### config.mk
export PLATFORM = sky130hd
export DESIGN_NAME = ones_density_modulator
export DESIGN_NICKNAME = d
export VERILOG_FILES = /design/src/verilog/tsg_pkg.sv /design/src/verilog/ones_density_modulator.sv
export SDC_FILE = /design/constraint.sdc
export NUM_CORES = 1
export LEC_CHECK = 0
export ABC_AREA = 1
export BUFFER_PORTS_ARGS = -buffer_cell sky130_fd_sc_hd__clkbuf_2
export CAP_MARGIN = 25
export CORE_MARGIN = 4
export CORE_UTILIZATION = 56
export CTS_BUF_LIST = sky130_fd_sc_hd__clkbuf_8
export DETAILED_ROUTE_END_ITERATION = 7
export GPL_TIMING_DRIVEN = 0
export PLACE_DENSITY = 0.77
export SYNTH_ARGS = -nofsm -noshare
export SYNTH_HDL_FRONTEND = slang
export SYNTH_SLANG_ARGS = --single-unit
### constraint.sdc
create_clock -name clk_sys -period 1.9 [get_ports clk_sys]
set_input_delay 0.475 -clock clk_sys [delete_from_list [all_inputs] [get_ports clk_sys]]
set_output_delay 0.475 -clock clk_sys [all_outputs]
set_load 0.01 [all_outputs]
### src/verilog/tsg_pkg.sv
// Constants, register map and mode codes for the test signal generator
package tsg_pkg;

  ////////////////////////////////////////////////////////////////////////////
  // Clocking
  localparam int unsigned CLK_HZ = 200_000_000;  // clk_sys, 5 ns period
  localparam int unsigned MCLK_REF_HZ = 4_096_000;  // Nominal master clock
  localparam int unsigned SAMPLE_DIV = 16;  // Sample tick is master clock / 16
  // Fractional increment: carry out of a 32-bit accumulator gives the tick
  localparam logic [31:0] TICK_INC =
    32'((64'(MCLK_REF_HZ / SAMPLE_DIV) << 32) / 64'(CLK_HZ));

  ////////////////////////////////////////////////////////////////////////////
  // Register byte offsets
  localparam int unsigned ADDR_W = 8;
  localparam logic [7:0] OFS_GAIN_SRC = 8'h00;
  localparam logic [7:0] OFS_OCTAVE_HALVING_BIT = 8'h04;
  localparam logic [7:0] OFS_DENOM = 8'h08;
  localparam logic [7:0] OFS_ATTEN = 8'h0C;
  localparam logic [7:0] OFS_DC_LEVEL = 8'h10;
  localparam logic [7:0] OFS_PULSE = 8'h14;
  localparam logic [7:0] OFS_STATUS = 8'h18;

  // Field positions
  localparam int unsigned GAIN_LSB = 0;
  localparam int unsigned MODE_LSB = 4;
  localparam int unsigned NUMER_LSB = 0;
  localparam int unsigned OCT_BIT = 8;
  localparam int unsigned PULSE_A_LSB = 0;
  localparam int unsigned PULSE_B_LSB = 8;
  localparam int unsigned STAT_MODE_LSB = 0;
  localparam int unsigned STAT_BIT_POS = 4;
  localparam int unsigned STAT_ALIGN_POS = 5;
  localparam int unsigned STAT_PHASE_LSB = 16;

  // Reset values
  localparam logic [2:0] GAIN_RST = 3'h0;
  localparam logic [3:0] NUMER_RST = 4'h0;
  localparam logic [7:0] DENOM_RST = 8'h00;
  localparam logic [7:0] ATTEN_RST = 8'h00;
  localparam logic [23:0] DC_RST = 24'h00_0000;
  localparam logic [4:0] PULSE_RST = 5'h00;

  // Gain and attenuation coding
  localparam logic [2:0] GAIN_MAX = 3'h6;  // Deepest valid analog step
  localparam logic [3:0] MUTE_NIBBLE = 4'hF;
  localparam logic [7:0] STEPS_PER_6DB = 8'h0C;  // 0.5 dB steps in one halving
  localparam logic [23:0] SINE_PEAK = 24'h7F_FFFF;

  // AXI responses
  localparam logic [1:0] RESP_OKAY = 2'h0;
  localparam logic [1:0] RESP_SLVERR = 2'h2;

  typedef enum logic [1:0] {
    MODE_SINE = 2'b00,
    MODE_DC = 2'b01,
    MODE_BITSTREAM = 2'b10,
    MODE_PULSE = 2'b11
  } mode_e;

  // Mantissa of 10^(-i/40) in 16 bits, i = 0..11
  function automatic logic [15:0] atten_mant(input logic [3:0] i);
    case (i)
      4'h0: atten_mant = 16'hFFFF;
      4'h1: atten_mant = 16'hF1AD;
      4'h2: atten_mant = 16'hE429;
      4'h3: atten_mant = 16'hD765;
      4'h4: atten_mant = 16'hCB59;
      4'h5: atten_mant = 16'hBFF9;
      4'h6: atten_mant = 16'hB53C;
      4'h7: atten_mant = 16'hAB18;
      4'h8: atten_mant = 16'hA186;
      4'h9: atten_mant = 16'h987D;
      4'hA: atten_mant = 16'h8FF5;
      default: atten_mant = 16'h87E7;
    endcase
  endfunction

endpackage

### src/verilog/ones_density_modulator.sv
// First-order modulator turning a signed level into a ones-density bitstream
`timescale 1ns/1ps
module ones_density_modulator import tsg_pkg::*; #(
  parameter int unsigned WIDTH = 24
) (
  input wire logic clk_sys,  // System clock
  input wire logic rst_sync_n,  // Synchronised reset, active low
  input wire logic step,  // One modulator update per pulse
  input wire logic signed [WIDTH-1:0] level,  // Signed input level
  output logic bit_out  // Ones-density bit
);

  ////////////////////////////////////////////////////////////////////////////
  // Elaboration check
  if (WIDTH < 8) begin : g_bad_width
    $error("ones_density_modulator WIDTH must be at least 8");
  end

  logic [WIDTH-1:0] acc_ff;
  logic [WIDTH-1:0] offset;
  logic [WIDTH:0] sum;

  // Full scale maps to 25..75 percent density, zero to half density
  assign offset = {1'b1, {(WIDTH-1){1'b0}}} + WIDTH'(level >>> 1);
  assign sum = {1'b0, acc_ff} + {1'b0, offset};

  // Carry out is the output bit; remainder is kept as the error term
  always_ff @(posedge clk_sys or negedge rst_sync_n) begin
    if (!rst_sync_n) begin
      acc_ff <= '0;
      bit_out <= 1'b0;
    end else if (step) begin
      acc_ff <= sum[WIDTH-1:0];
      bit_out <= sum[WIDTH];
    end
  end

endmodule  // ones_density_modulator

==> results.sh, run 1 <==
export IMPL_pwr_share_comb=0.726
export IMPL_drive_gt1_frac=0.1602
export IMPL_grt_pass1_wl_um=11500
export IMPL_cp_buffers_inverters=0
export IMPL_synth_top_family_by_area="simple AND/OR/NAND/NOR gates"
export IMPL_leakage_nw=1.848
export IMPL_clock_path_buffers=2
export IMPL_synth_fp_nets=504
export IMPL_cp_top_family="simple AND/OR/NAND/NOR gates"
export IMPL_slowest_delay_ps=410
export IMPL_critPathRequiredTime_ps=2070
export IMPL_fmax_mhz=534.9
export IMPL_intPower_mw=2.212
export IMPL_synth_simple_gate_area_share=0.4727
export IMPL_synth_mux_area_frac=0
export IMPL_rsz0062_at_grt="yes"
export IMPL_clock_sinks=25
export IMPL_slowest_stage="dfrtp_1"
export IMPL_synth_compound_area_share=0.04213
export IMPL_synth_xor_area_share=0.01944
export IMPL_cts_root_buffer="clkbuf_8"
export IMPL_dp_hpwl_um=5437
export IMPL_nNetsFinal=540
export IMPL_grt_max_degree=26
export IMPL_grt_overflow_total=0
export IMPL_grt_pass1_vias=2499
export IMPL_yosys_warnings=0
export IMPL_setup_tns_ps=0
export IMPL_hold_viol_final=0
export IMPL_vias=2720
export IMPL_r2r_start="acc_ff[7]$_DFFE_PN0P_"
export IMPL_avgSynthCellArea_um2=5.979
export IMPL_cts_buffers=3
export IMPL_tightest_slew_ps=690.3
export IMPL_path_class="flop to flop"
export IMPL_antenna_left=0
export IMPL_finalCriticalPeriod_ps=1869
export IMPL_wirelength_um=6833
export IMPL_placed_cell_area_um2=2903
export IMPL_critPathMaxFanout=4
export IMPL_clock_skew_ps=4.243
export IMPL_die_area_um2=6002
export IMPL_clock_insertion_delay_worst_skew_ps=270
export IMPL_clk_pin_slew_ps=90
export IMPL_synth_cells=452
export IMPL_cts_tree="built"
export IMPL_die_y_um=77.47
export IMPL_rows=25
export IMPL_hold_path_class="input port to async pin"
export IMPL_pwr_share_seq=0.204
export IMPL_p_switching_mw=2.454
export IMPL_power_density_nw_per_um2=1518
export IMPL_vdd_drop_max_mv=0.7805
export IMPL_path_cells="ha_1 -> nand2_2 -> nor2_1 -> nand2_1 -> nand3b_1 -> nand3_2 -> nand2_1 -> nand3_1 -> nand2_1"
export IMPL_relSlewSlack=0.5398
export IMPL_drt_pass1_iterations=4
export IMPL_swShare=0.5260
export IMPL_core_um2=4692
export IMPL_slew_viol_final=0
export IMPL_cts_hold_buf=0
export IMPL_die_w_um=77.47
export IMPL_grtUsageTotal=0.2357
export IMPL_synth_seq_cells=25
export IMPL_synthAdderAreaFrac=0.1185
export IMPL_cp_data_arrival_time_ps=2040
export IMPL_p_clk_frac=0.070
export IMPL_numPortBuffers=26
export IMPL_num_io_pins=28
export IMPL_drtIter0Drc=130
export IMPL_syn_area_um2=2703
export IMPL_synthToLayoutAreaGrowth_pct=13.75
export IMPL_antenna_found_initial=0
export IMPL_cts_max_level=1
export IMPL_crit_path_frequent_cell="nand2_1"
export IMPL_period_share=0.9839
export IMPL_viasPerCell=5.028
export IMPL_start_util=0.5760
export IMPL_drv_cap=0
export IMPL_status="complete, no violations"
export IMPL_r2r_end="acc_ff[20]$_DFFE_PN0P_"
export IMPL_fin_hold_ws_ps=224.8
export IMPL_post_drt_wl_per_cell_um=12.63
export IMPL_ys_seq_area_frac=0.2315
export IMPL_rrSetupSlack_ps=30
export IMPL_antenna_cells=0
export IMPL_stdcell_area_um2=3074
export IMPL_place_congestion=0.9374
export IMPL_start_kind="flop"
export IMPL_finalSetupViolations=0
export IMPL_synth_cell_type_count=28
export IMPL_route_detailed_drc=0
export IMPL_cp_end_kind="flop"
export IMPL_r2r_cells=9
[cell families (layout without fill, tap and decap cells)]
group	after synthesis	count (layout)
compound gates	19	19
xor+xnor	6	6
flops	25	25
fa+ha+maj	25	25
buf+inv	82	117
simple gates	295	295
[Yosys cell counts]
cell / count / area share
dfrtp_1: 25 / 0.23
nor2_2: 4 / 0.0093
a21oi_2: 2 / 0.0065
nand2_2: 10 / 0.023
nand4_1: 5 / 0.012
o21ai_0: 6 / 0.011
fa_1: 1 / 0.0074
nand2_1: 197 / 0.27
o21ai_1: 1 / 0.0019
ha_1: 24 / 0.11
nor2_1: 27 / 0.038
clkbuf_1: 3 / 0.0042
a21oi_1: 9 / 0.017
inv_1: 77 / 0.11
nand3_2: 2 / 0.0074
xor2_1: 1 / 0.0032
nand3_1: 30 / 0.056
nand3b_4: 1 / 0.0074
xnor2_1: 5 / 0.016
nor3_1: 5 / 0.0093
nand3b_1: 6 / 0.017
a21oi_4: 1 / 0.0060
nor2_4: 1 / 0.0042
and2_2: 2 / 0.0056
buf_4: 1 / 0.0028
buf_2: 1 / 0.0019
nor4_1: 1 / 0.0023
or2_1: 4 / 0.0093
[repair_timing]
action,CTS,global route
gates resized for setup,3,22
hold endpoints to repair,0,0
pin swaps,0,12
endpoints found under the setup margin,3,11
setup buffers,0,5
[layout make-up]
type	count	area, um^2
buffer	5	23.77
clock buffer	3	41.29
clock inverter	1	3.754
fill	467	1618
inverter	77	289.0
multi-input combinational	345	1852
sequential	25	625.6
tap	54	67.56
timing repair buffer	31	171.4
[worst register-to-register path: cells and delay by family, from the launching register on]
kind | cells | cell delay, ps
AND/OR/NAND/NOR | 8 | 980
adder cells (fa/ha/maj) | 1 | 370
flip-flops | 1 | 410
[metal layers]
metal | global-route usage | vias to the layer above | share of wire
li1 | - | 1453 | -
met1 | 0.3300 | 1226 | 0.48
met2 | 0.3921 | 36 | 0.47
met3 | 0.02204 | 5 | 0.033
met4 | 0.05516 | 0 | 0.0076
met5 | 0 | - | 0
[how the worst max path moves through the flow]
stage | startpoint | to | slack (ps) | cells after the start
global placement | level[1] | acc_ff[16]$_DFFE_PN0P_ | -250 | 12
global route | acc_ff[0]$_DFFE_PN0P_ | acc_ff[16]$_DFFE_PN0P_ | -80 | 11
finish | acc_ff[7]$_DFFE_PN0P_ | acc_ff[20]$_DFFE_PN0P_ | 30 | 9
CTS | acc_ff[0]$_DFFE_PN0P_ | acc_ff[20]$_DFFE_PN0P_ | 7 | 9
detailed placement | level[1] | acc_ff[16]$_DFFE_PN0P_ | -260 | 12
floorplan | level[1] | acc_ff[12]$_DFFE_PN0P_ | 30 | 11
[layout by cell type, fill, tap and decap left out, drive strengths merged, types with 2 or more instances in the layout]
| cell | instances |
|---|---|
| dfrtp | 25 |
| nor3 | 5 |
| ha | 24 |
| buf | 7 |
| nand4 | 5 |
| o21ai | 7 |
| a21oi | 12 |
| and2 | 2 |
| inv | 78 |
| xnor2 | 5 |
| nand3 | 32 |
| nor2 | 32 |
| nand2 | 207 |
| nand3b | 7 |
| clkbuf | 32 |
| or2 | 4 |
[per-stage QoR]
stage / util / setup WS, ps / cells / power [mW]
floorplan: - / 31.00 / 452 / 3.411
global placement: 0.6187 / -248.3 / 532 / 3.998
detailed placement: 0.6187 / -261.6 / 532 / 4.067
CTS: 0.6299 / 6.952 / 536 / 4.431
global route: 0.6552 / -82.40 / 541 / 5.232
finish: 0.6552 / 30.64 / 541 / 4.666
[power by group through the flow]
stage | sequential, mW | clock [mW] | combinational (mW)
floorplan | 0.924 | 0 | 2.49
CTS | 0.952 | 0.342 | 3.14
global placement | 0.943 | 0 | 3.05
detailed placement | 0.961 | 0 | 3.11
global route | 0.995 | 0.373 | 3.86
finish | 0.954 | 0.326 | 3.39
[sequential cells by signal, summed over array words and instances (netlist names)]
signal and flops:
bit_out 1, acc_ff 24
(Power assumes the default switching activity.)
==> run 2, diff against run 1 <==
--- a/config.mk
+++ b/config.mk
@@ -11,9 +11,11 @@
 export CORE_MARGIN = 4
 export CORE_UTILIZATION = 56
 export CTS_BUF_LIST = sky130_fd_sc_hd__clkbuf_8
+export CTS_CLUSTER_SIZE = 40
 export DETAILED_ROUTE_END_ITERATION = 7
 export GPL_TIMING_DRIVEN = 0
 export PLACE_DENSITY = 0.77
+export REMOVE_ABC_BUFFERS = 1
 export SYNTH_ARGS = -nofsm -noshare
 export SYNTH_HDL_FRONTEND = slang
 export SYNTH_SLANG_ARGS = --single-unit
==> run 2 against run 1 <==
Net effect:
- sequential share of layout area shrank 0.52 points
- clock skew rose by 7.0 ps
- critical path depth did not move
- largest power group unchanged
==> results.sh, run 2 (same netlist as run 1, synthesis figures left out) <==
export IMPL_status="complete, no violations"
export IMPL_slowest_stage="dfrtp_1"
export IMPL_grt_overflow_total=0
export IMPL_final_cell_mix="nand2_1 (189), inv_1 (76), nand3_1 (29)"
export IMPL_fin_hold_ws_ps=201.1
export IMPL_clock_skew_ps=11.22
export IMPL_drt_pass1_iterations=4
export IMPL_grt_max_degree=32
export IMPL_relSlewSlack=0.5638
export IMPL_dp_hpwl_um=5081
export IMPL_cts_tree="built"
export IMPL_critPathRequiredTime_ps=2060
export IMPL_cts_max_level=1
export IMPL_endpoint="acc_ff[18]$_DFFE_PN0P_"
export IMPL_slew_viol_final=0
export IMPL_post_drt_wl_per_cell_um=12.54
export IMPL_clock_insertion_delay_worst_skew_ps=280
export IMPL_start_kind="flop"
export IMPL_tightest_slew_ps=654.2
export IMPL_top_regs="acc_ff x24, bit_out x1"
export IMPL_antenna_left=0
export IMPL_fmax_mhz=547.4
export IMPL_die_w_um=77.47
export IMPL_r2r_end="acc_ff[18]$_DFFE_PN0P_"
export IMPL_cts_hold_buf=0
export IMPL_leakage_nw=1.793
export IMPL_hold_path_class="input port to async pin"
export IMPL_grt_pass1_wl_um=10900
export IMPL_clk_pin_slew_ps=100
export IMPL_cp_end_kind="flop"
export IMPL_cts_root_buffer="clkbuf_8"
export IMPL_power_density_nw_per_um2=1510
export IMPL_core_um2=4692
export IMPL_critPathMaxFanout=3
export IMPL_total_power_mw=4.764
export IMPL_nNetsFinal=537
export IMPL_finalCriticalPeriod_ps=1827
export IMPL_r2r_start="acc_ff[0]$_DFFE_PN0P_"
export IMPL_hold_viol_final=0
export IMPL_grt_pass1_vias=2453
export IMPL_wirelength_um=6746
export IMPL_antenna_cells=0
export IMPL_layout_cells_non_filler=538
export IMPL_place_congestion=0.9133
export IMPL_dp_slack_ps=-334.2
export IMPL_drive_gt1_frac=0.1756
export IMPL_vias=2709
export IMPL_final_util=0.6725
export IMPL_grtUsageTotal=0.2250
export IMPL_die_area_um2=6002
export IMPL_path_cells="ha_4 -> fa_2 -> buf_4 -> nand3_1 -> nand3_1 -> nand2_1 -> nand3_1 -> nand3_1 -> nand2_1"
export IMPL_rrSetupSlack_ps=70
export IMPL_placed_cell_area_um2=2877
export IMPL_start_util=0.5760
export IMPL_antenna_found_initial=0
export IMPL_largest_reg_flops=24
export IMPL_num_io_pins=28
export IMPL_setup_slack_ps=73.03
export IMPL_drtIter0Drc=196
export IMPL_fillers=431
export IMPL_r2r_cells=9
export IMPL_numPortBuffers=26
export IMPL_cts_buffers=3
export IMPL_drv_cap=0
export IMPL_finalSetupViolations=0
export IMPL_path_class="flop to flop"
export IMPL_clock_path_buffers=2
export IMPL_crit_path_frequent_cell="nand3_1"
export IMPL_rows=25
export IMPL_largest_register="acc_ff"
export IMPL_place_inst=527
export IMPL_setup_tns_ps=0
export IMPL_die_y_um=77.47
export IMPL_clock_sinks=25
export IMPL_synthToLayoutAreaGrowth_pct=16.76
export IMPL_stdcell_area_um2=3156
export IMPL_slowest_delay_ps=420
export IMPL_period_share=0.9616
export IMPL_cp_data_arrival_time_ps=1990
export IMPL_route_detailed_drc=0
export IMPL_crit_start="acc_ff[0]$_DFFE_PN0P_"
export IMPL_viasPerCell=5.035
export IMPL_vdd_drop_max_mv=0.6411
export IMPL_mostFrequentLayoutCell="nand2_1"
==> run 2: changes by cell type in the layout (fill, tap and decap cells not counted), moves of 2 or more <==
| cell | delta |
|---|---|
| nor2_2 | -4 |
| ha_1 | -11 |
| inv_1 | -2 |
| nor2_1 | +2 |
| nand2_4 | -3 |
| nor2_4 | +2 |
| ha_2 | +2 |
| clkbuf_1 | -3 |
| nand2_1 | +2 |
| ha_4 | +9 |
==> run 2: layout make-up <==
| type | instances | area [um^2] | area share |
|---|---|---|---|
| timing repair inverter | 1 | 5.005 | 0.001586 |
| sequential | 25 | 625.6 | 0.1983 |
| inverter | 77 | 292.8 | 0.09278 |
| timing repair buffer | 32 | 175.2 | 0.05551 |
| multi-input combinational | 345 | 1943 | 0.6158 |
| clock inverter | 1 | 5.005 | 0.001586 |
| tap | 54 | 67.56 | 0.02141 |
| clock buffer | 3 | 41.29 | 0.01308 |
==> run 2: worst max-delay path: cells and delay by family (launching register included) <==
kind	cells	cell delay (ps)
buffers and inverters	1	150
AND/OR/NAND/NOR	6	610
flip-flops	1	420
adder cells (fa/ha/maj)	2	540
==> run 2: routing by layer <==
layer | up-vias | wire (um) | global-route usage
met4 | 0 | 112 | 0.06050
li1 | 1449 | - | -
met5 | - | 0 | 0
met2 | 69 | 2974 | 0.3756
met1 | 1182 | 3229 | 0.3091
met3 | 9 | 430 | 0.02320
==> run 2: how the worst min path moves through the flow <==
stage	from	to	slack [ps]	depth (start not counted)
2_1_floorplan	rst_sync_n	acc_ff[0]$_DFFE_PN0P_	180	0
5_1_grt	rst_sync_n	acc_ff[3]$_DFFE_PN0P_	260	1
4_1_cts	rst_sync_n	acc_ff[5]$_DFFE_PN0P_	230	1
3_5_place_dp	acc_ff[0]$_DFFE_PN0P_	acc_ff[0]$_DFFE_PN0P_	470	2
3_3_place_gp	acc_ff[0]$_DFFE_PN0P_	acc_ff[0]$_DFFE_PN0P_	460	2
6_report	rst_sync_n	acc_ff[2]$_DFFE_PN0P_	200	1
==> run 2: where the power goes <==
part	switching, mW	leakage (nW)	total, mW	internal (mW)
logic	2.08	1.47	3.44	1.36
registers	0.196	0.301	0.990	0.794
clock network	0.185	0.0255	0.332	0.147
total	2.46	1.79	4.76	2.31
==> run 2: repair_timing <==
item,in CTS,in global routing
pin swaps,2,9
gates cloned,0,1
setup endpoints to repair,7,14
buffers inserted,1,5
resized for setup,7,26
hold endpoints to repair,0,0
==> run 3, diff against run 2 <==
--- a/config.mk
+++ b/config.mk
@@ -14,8 +14,10 @@
 export CTS_CLUSTER_SIZE = 40
 export DETAILED_ROUTE_END_ITERATION = 7
 export GPL_TIMING_DRIVEN = 0
+export HOLD_SLACK_MARGIN = 0.12
 export PLACE_DENSITY = 0.77
 export REMOVE_ABC_BUFFERS = 1
+export SETUP_SLACK_MARGIN = 0.3
 export SYNTH_ARGS = -nofsm -noshare
 export SYNTH_HDL_FRONTEND = slang
 export SYNTH_SLANG_ARGS = --single-unit
==> run 3 against run 2 <==
Net effect:
- worst hold slack lost 5.7 ps
- global-route usage grew 2.4 points
- clock power grew 4%
- flip-flop and latch count is the same
- die area is the same
- worst setup slack gained 33 ps
- non-clock buffer count grew 22
- sequential power grew 6%
- core utilization grew 12 points
- critical path depth is the same
- fmax grew 1.9%
- critical path type unchanged
- critical endpoint is now acc_ff[20]$_DFFE_PN0P_
- largest cell class unchanged
==> results.sh, run 3 (same netlist as run 1, synthesis figures left out) <==
export IMPL_status="complete, no violations"
export IMPL_fin_hold_ws_ps=195.4
export IMPL_antenna_found_initial=0
export IMPL_r2r_cells=9
export IMPL_die_area_um2=6002
export IMPL_cp_data_arrival_time_ps=1970
export IMPL_viasPerCell=5.370
export IMPL_cts_tree="built"
export IMPL_place_congestion=0.9133
export IMPL_cts_max_level=1
export IMPL_largest_reg_flops=24
export IMPL_rsz0062_at_grt="yes"
export IMPL_drt_pass1_iterations=5
export IMPL_grtUsageTotal=0.2493
export IMPL_die_y_um=77.47
export IMPL_grt_pass1_wl_um=12080
export IMPL_num_io_pins=28
export IMPL_drive_gt1_frac=0.3221
export IMPL_wirelength_um=8130
export IMPL_top_regs="acc_ff x24, bit_out x1"
export IMPL_cts_buffers=3
export IMPL_critPathMaxFanout=5
export IMPL_r2r_start="acc_ff[10]$_DFFE_PN0P_"
export IMPL_drtIter0Drc=302
export IMPL_route_detailed_drc=0
export IMPL_period_share=0.9440
export IMPL_synthToLayoutAreaGrowth_pct=36.85
export IMPL_hold_path_class="input port to async pin"
export IMPL_tightest_slew_ps=654.2
export IMPL_cp_end_kind="flop"
export IMPL_numPortBuffers=26
export IMPL_start_kind="flop"
export IMPL_critPathRequiredTime_ps=2070
export IMPL_finalSetupViolations=0
export IMPL_clock_sinks=25
export IMPL_clock_path_buffers=2
export IMPL_vdd_drop_max_mv=0.8053
export IMPL_clk_pin_slew_ps=100
export IMPL_fmax_mhz=557.6
export IMPL_slew_viol_final=0
export IMPL_cts_hold_buf=0
export IMPL_endpoint="acc_ff[20]$_DFFE_PN0P_"
export IMPL_clock_skew_ps=8.662
export IMPL_power_density_nw_per_um2=1634
export IMPL_nNetsFinal=559
export IMPL_core_um2=4692
export IMPL_antenna_left=0
export IMPL_dp_hpwl_um=5081
export IMPL_cts_root_buffer="clkbuf_8"
export IMPL_path_class="flop to flop"
export IMPL_grt_pass1_vias=2749
export IMPL_rows=25
export IMPL_clock_insertion_delay_worst_skew_ps=280
export IMPL_finalCriticalPeriod_ps=1794
export IMPL_crit_start="acc_ff[10]$_DFFE_PN0P_"
export IMPL_die_w_um=77.47
export IMPL_final_util=0.7883
export IMPL_leakage_nw=2.014
export IMPL_start_util=0.5760
export IMPL_vias=3007
export IMPL_rrSetupSlack_ps=110
export IMPL_drv_cap=0
export IMPL_grt_overflow_total=0
export IMPL_post_drt_wl_per_cell_um=14.52
export IMPL_antenna_cells=0
export IMPL_r2r_end="acc_ff[20]$_DFFE_PN0P_"
export IMPL_mostFrequentLayoutCell="nand2_1"
export IMPL_grt_max_degree=32
export IMPL_hold_viol_final=0
export IMPL_final_cell_mix="nand2_1 (164), inv_1 (73), buf_4 (28)"
export IMPL_largest_register="acc_ff"
export IMPL_relSlewSlack=0.5639
## run 3: cell types whose count changed in the layout (fill, tap and decap cells not counted), moves of 9 or more
cell and delta:
buf_4 +22, nor2_1 -10, nand2_1 -25, nand2_4 +16, ha_4 +12, nand2_2 +9, ha_1 -9
## run 3: metrics by stage
stage | TNS [ps] | total power [mW] | cell area, um^2 | setup slack [ps] | std cells
after floorplan | -41.56 | 3.401 | 2679 | -21.18 | 447
after global placement | -2175 | 3.977 | 2877 | -327.8 | 527
after detailed placement | -2393 | 4.048 | 2877 | -334.2 | 527
after CTS | 0 | 5.330 | 3441 | 63.61 | 545
after global routing | 0 | 6.548 | 3699 | 18.72 | 560
final | 0 | 6.044 | 3699 | 106.5 | 560
## run 3: worst min-delay path by stage
stage                               start               endpoint  slack [ps]
finish                         rst_sync_n  acc_ff[4]$_DFFE_PN0P_         200
CTS                            rst_sync_n  acc_ff[5]$_DFFE_PN0P_         230
global route                   rst_sync_n  acc_ff[4]$_DFFE_PN0P_         250
global placement    acc_ff[0]$_DFFE_PN0P_  acc_ff[0]$_DFFE_PN0P_         460
detailed placement  acc_ff[0]$_DFFE_PN0P_  acc_ff[0]$_DFFE_PN0P_         470
floorplan                      rst_sync_n  acc_ff[0]$_DFFE_PN0P_         180
## run 3: area by class of cell
class / count / area, um^2
timing repair buffer: 54 / 340.3
tap: 54 / 67.56
inverter: 77 / 295.3
fill: 333 / 993.5
timing repair inverter: 1 / 7.507
multi-input combinational: 345 / 2316
clock inverter: 1 / 5.005
clock buffer: 3 / 41.29
sequential: 25 / 625.6
## run 3: timing repair
action | CTS | global route
endpoints found under the setup margin | 22 | 25
gates resized for setup | 69 | 42
pin swaps | 38 | 36
cloned | 0 | 1
setup buffers | 14 | 14
## run 3: metal layers
metal	up-vias	part of all wire	track usage
met5	-	0	0
met3	31	0.071	0.03712
met2	114	0.47	0.4231
met4	0	0.038	0.09786
met1	1373	0.43	0.3170
li1	1489	-	-
## run 3: power by group
group	internal, mW	leakage [nW]	switching (mW)
combinational	2.03	1.69	2.61
clock	0.148	0.0255	0.198
sequential	0.795	0.301	0.254
total	2.98	2.01	3.07
## run 3: worst max-delay path, cell delays in order, from the launching register on
cell,delay [ps]
dfrtp_1,420
ha_4,320
nand2_2,110
nor2_2,230
nand2_1,90
nand3b_1,220
nand3_2,100
nand2_1,50
nand3_1,70
nand2_1,60
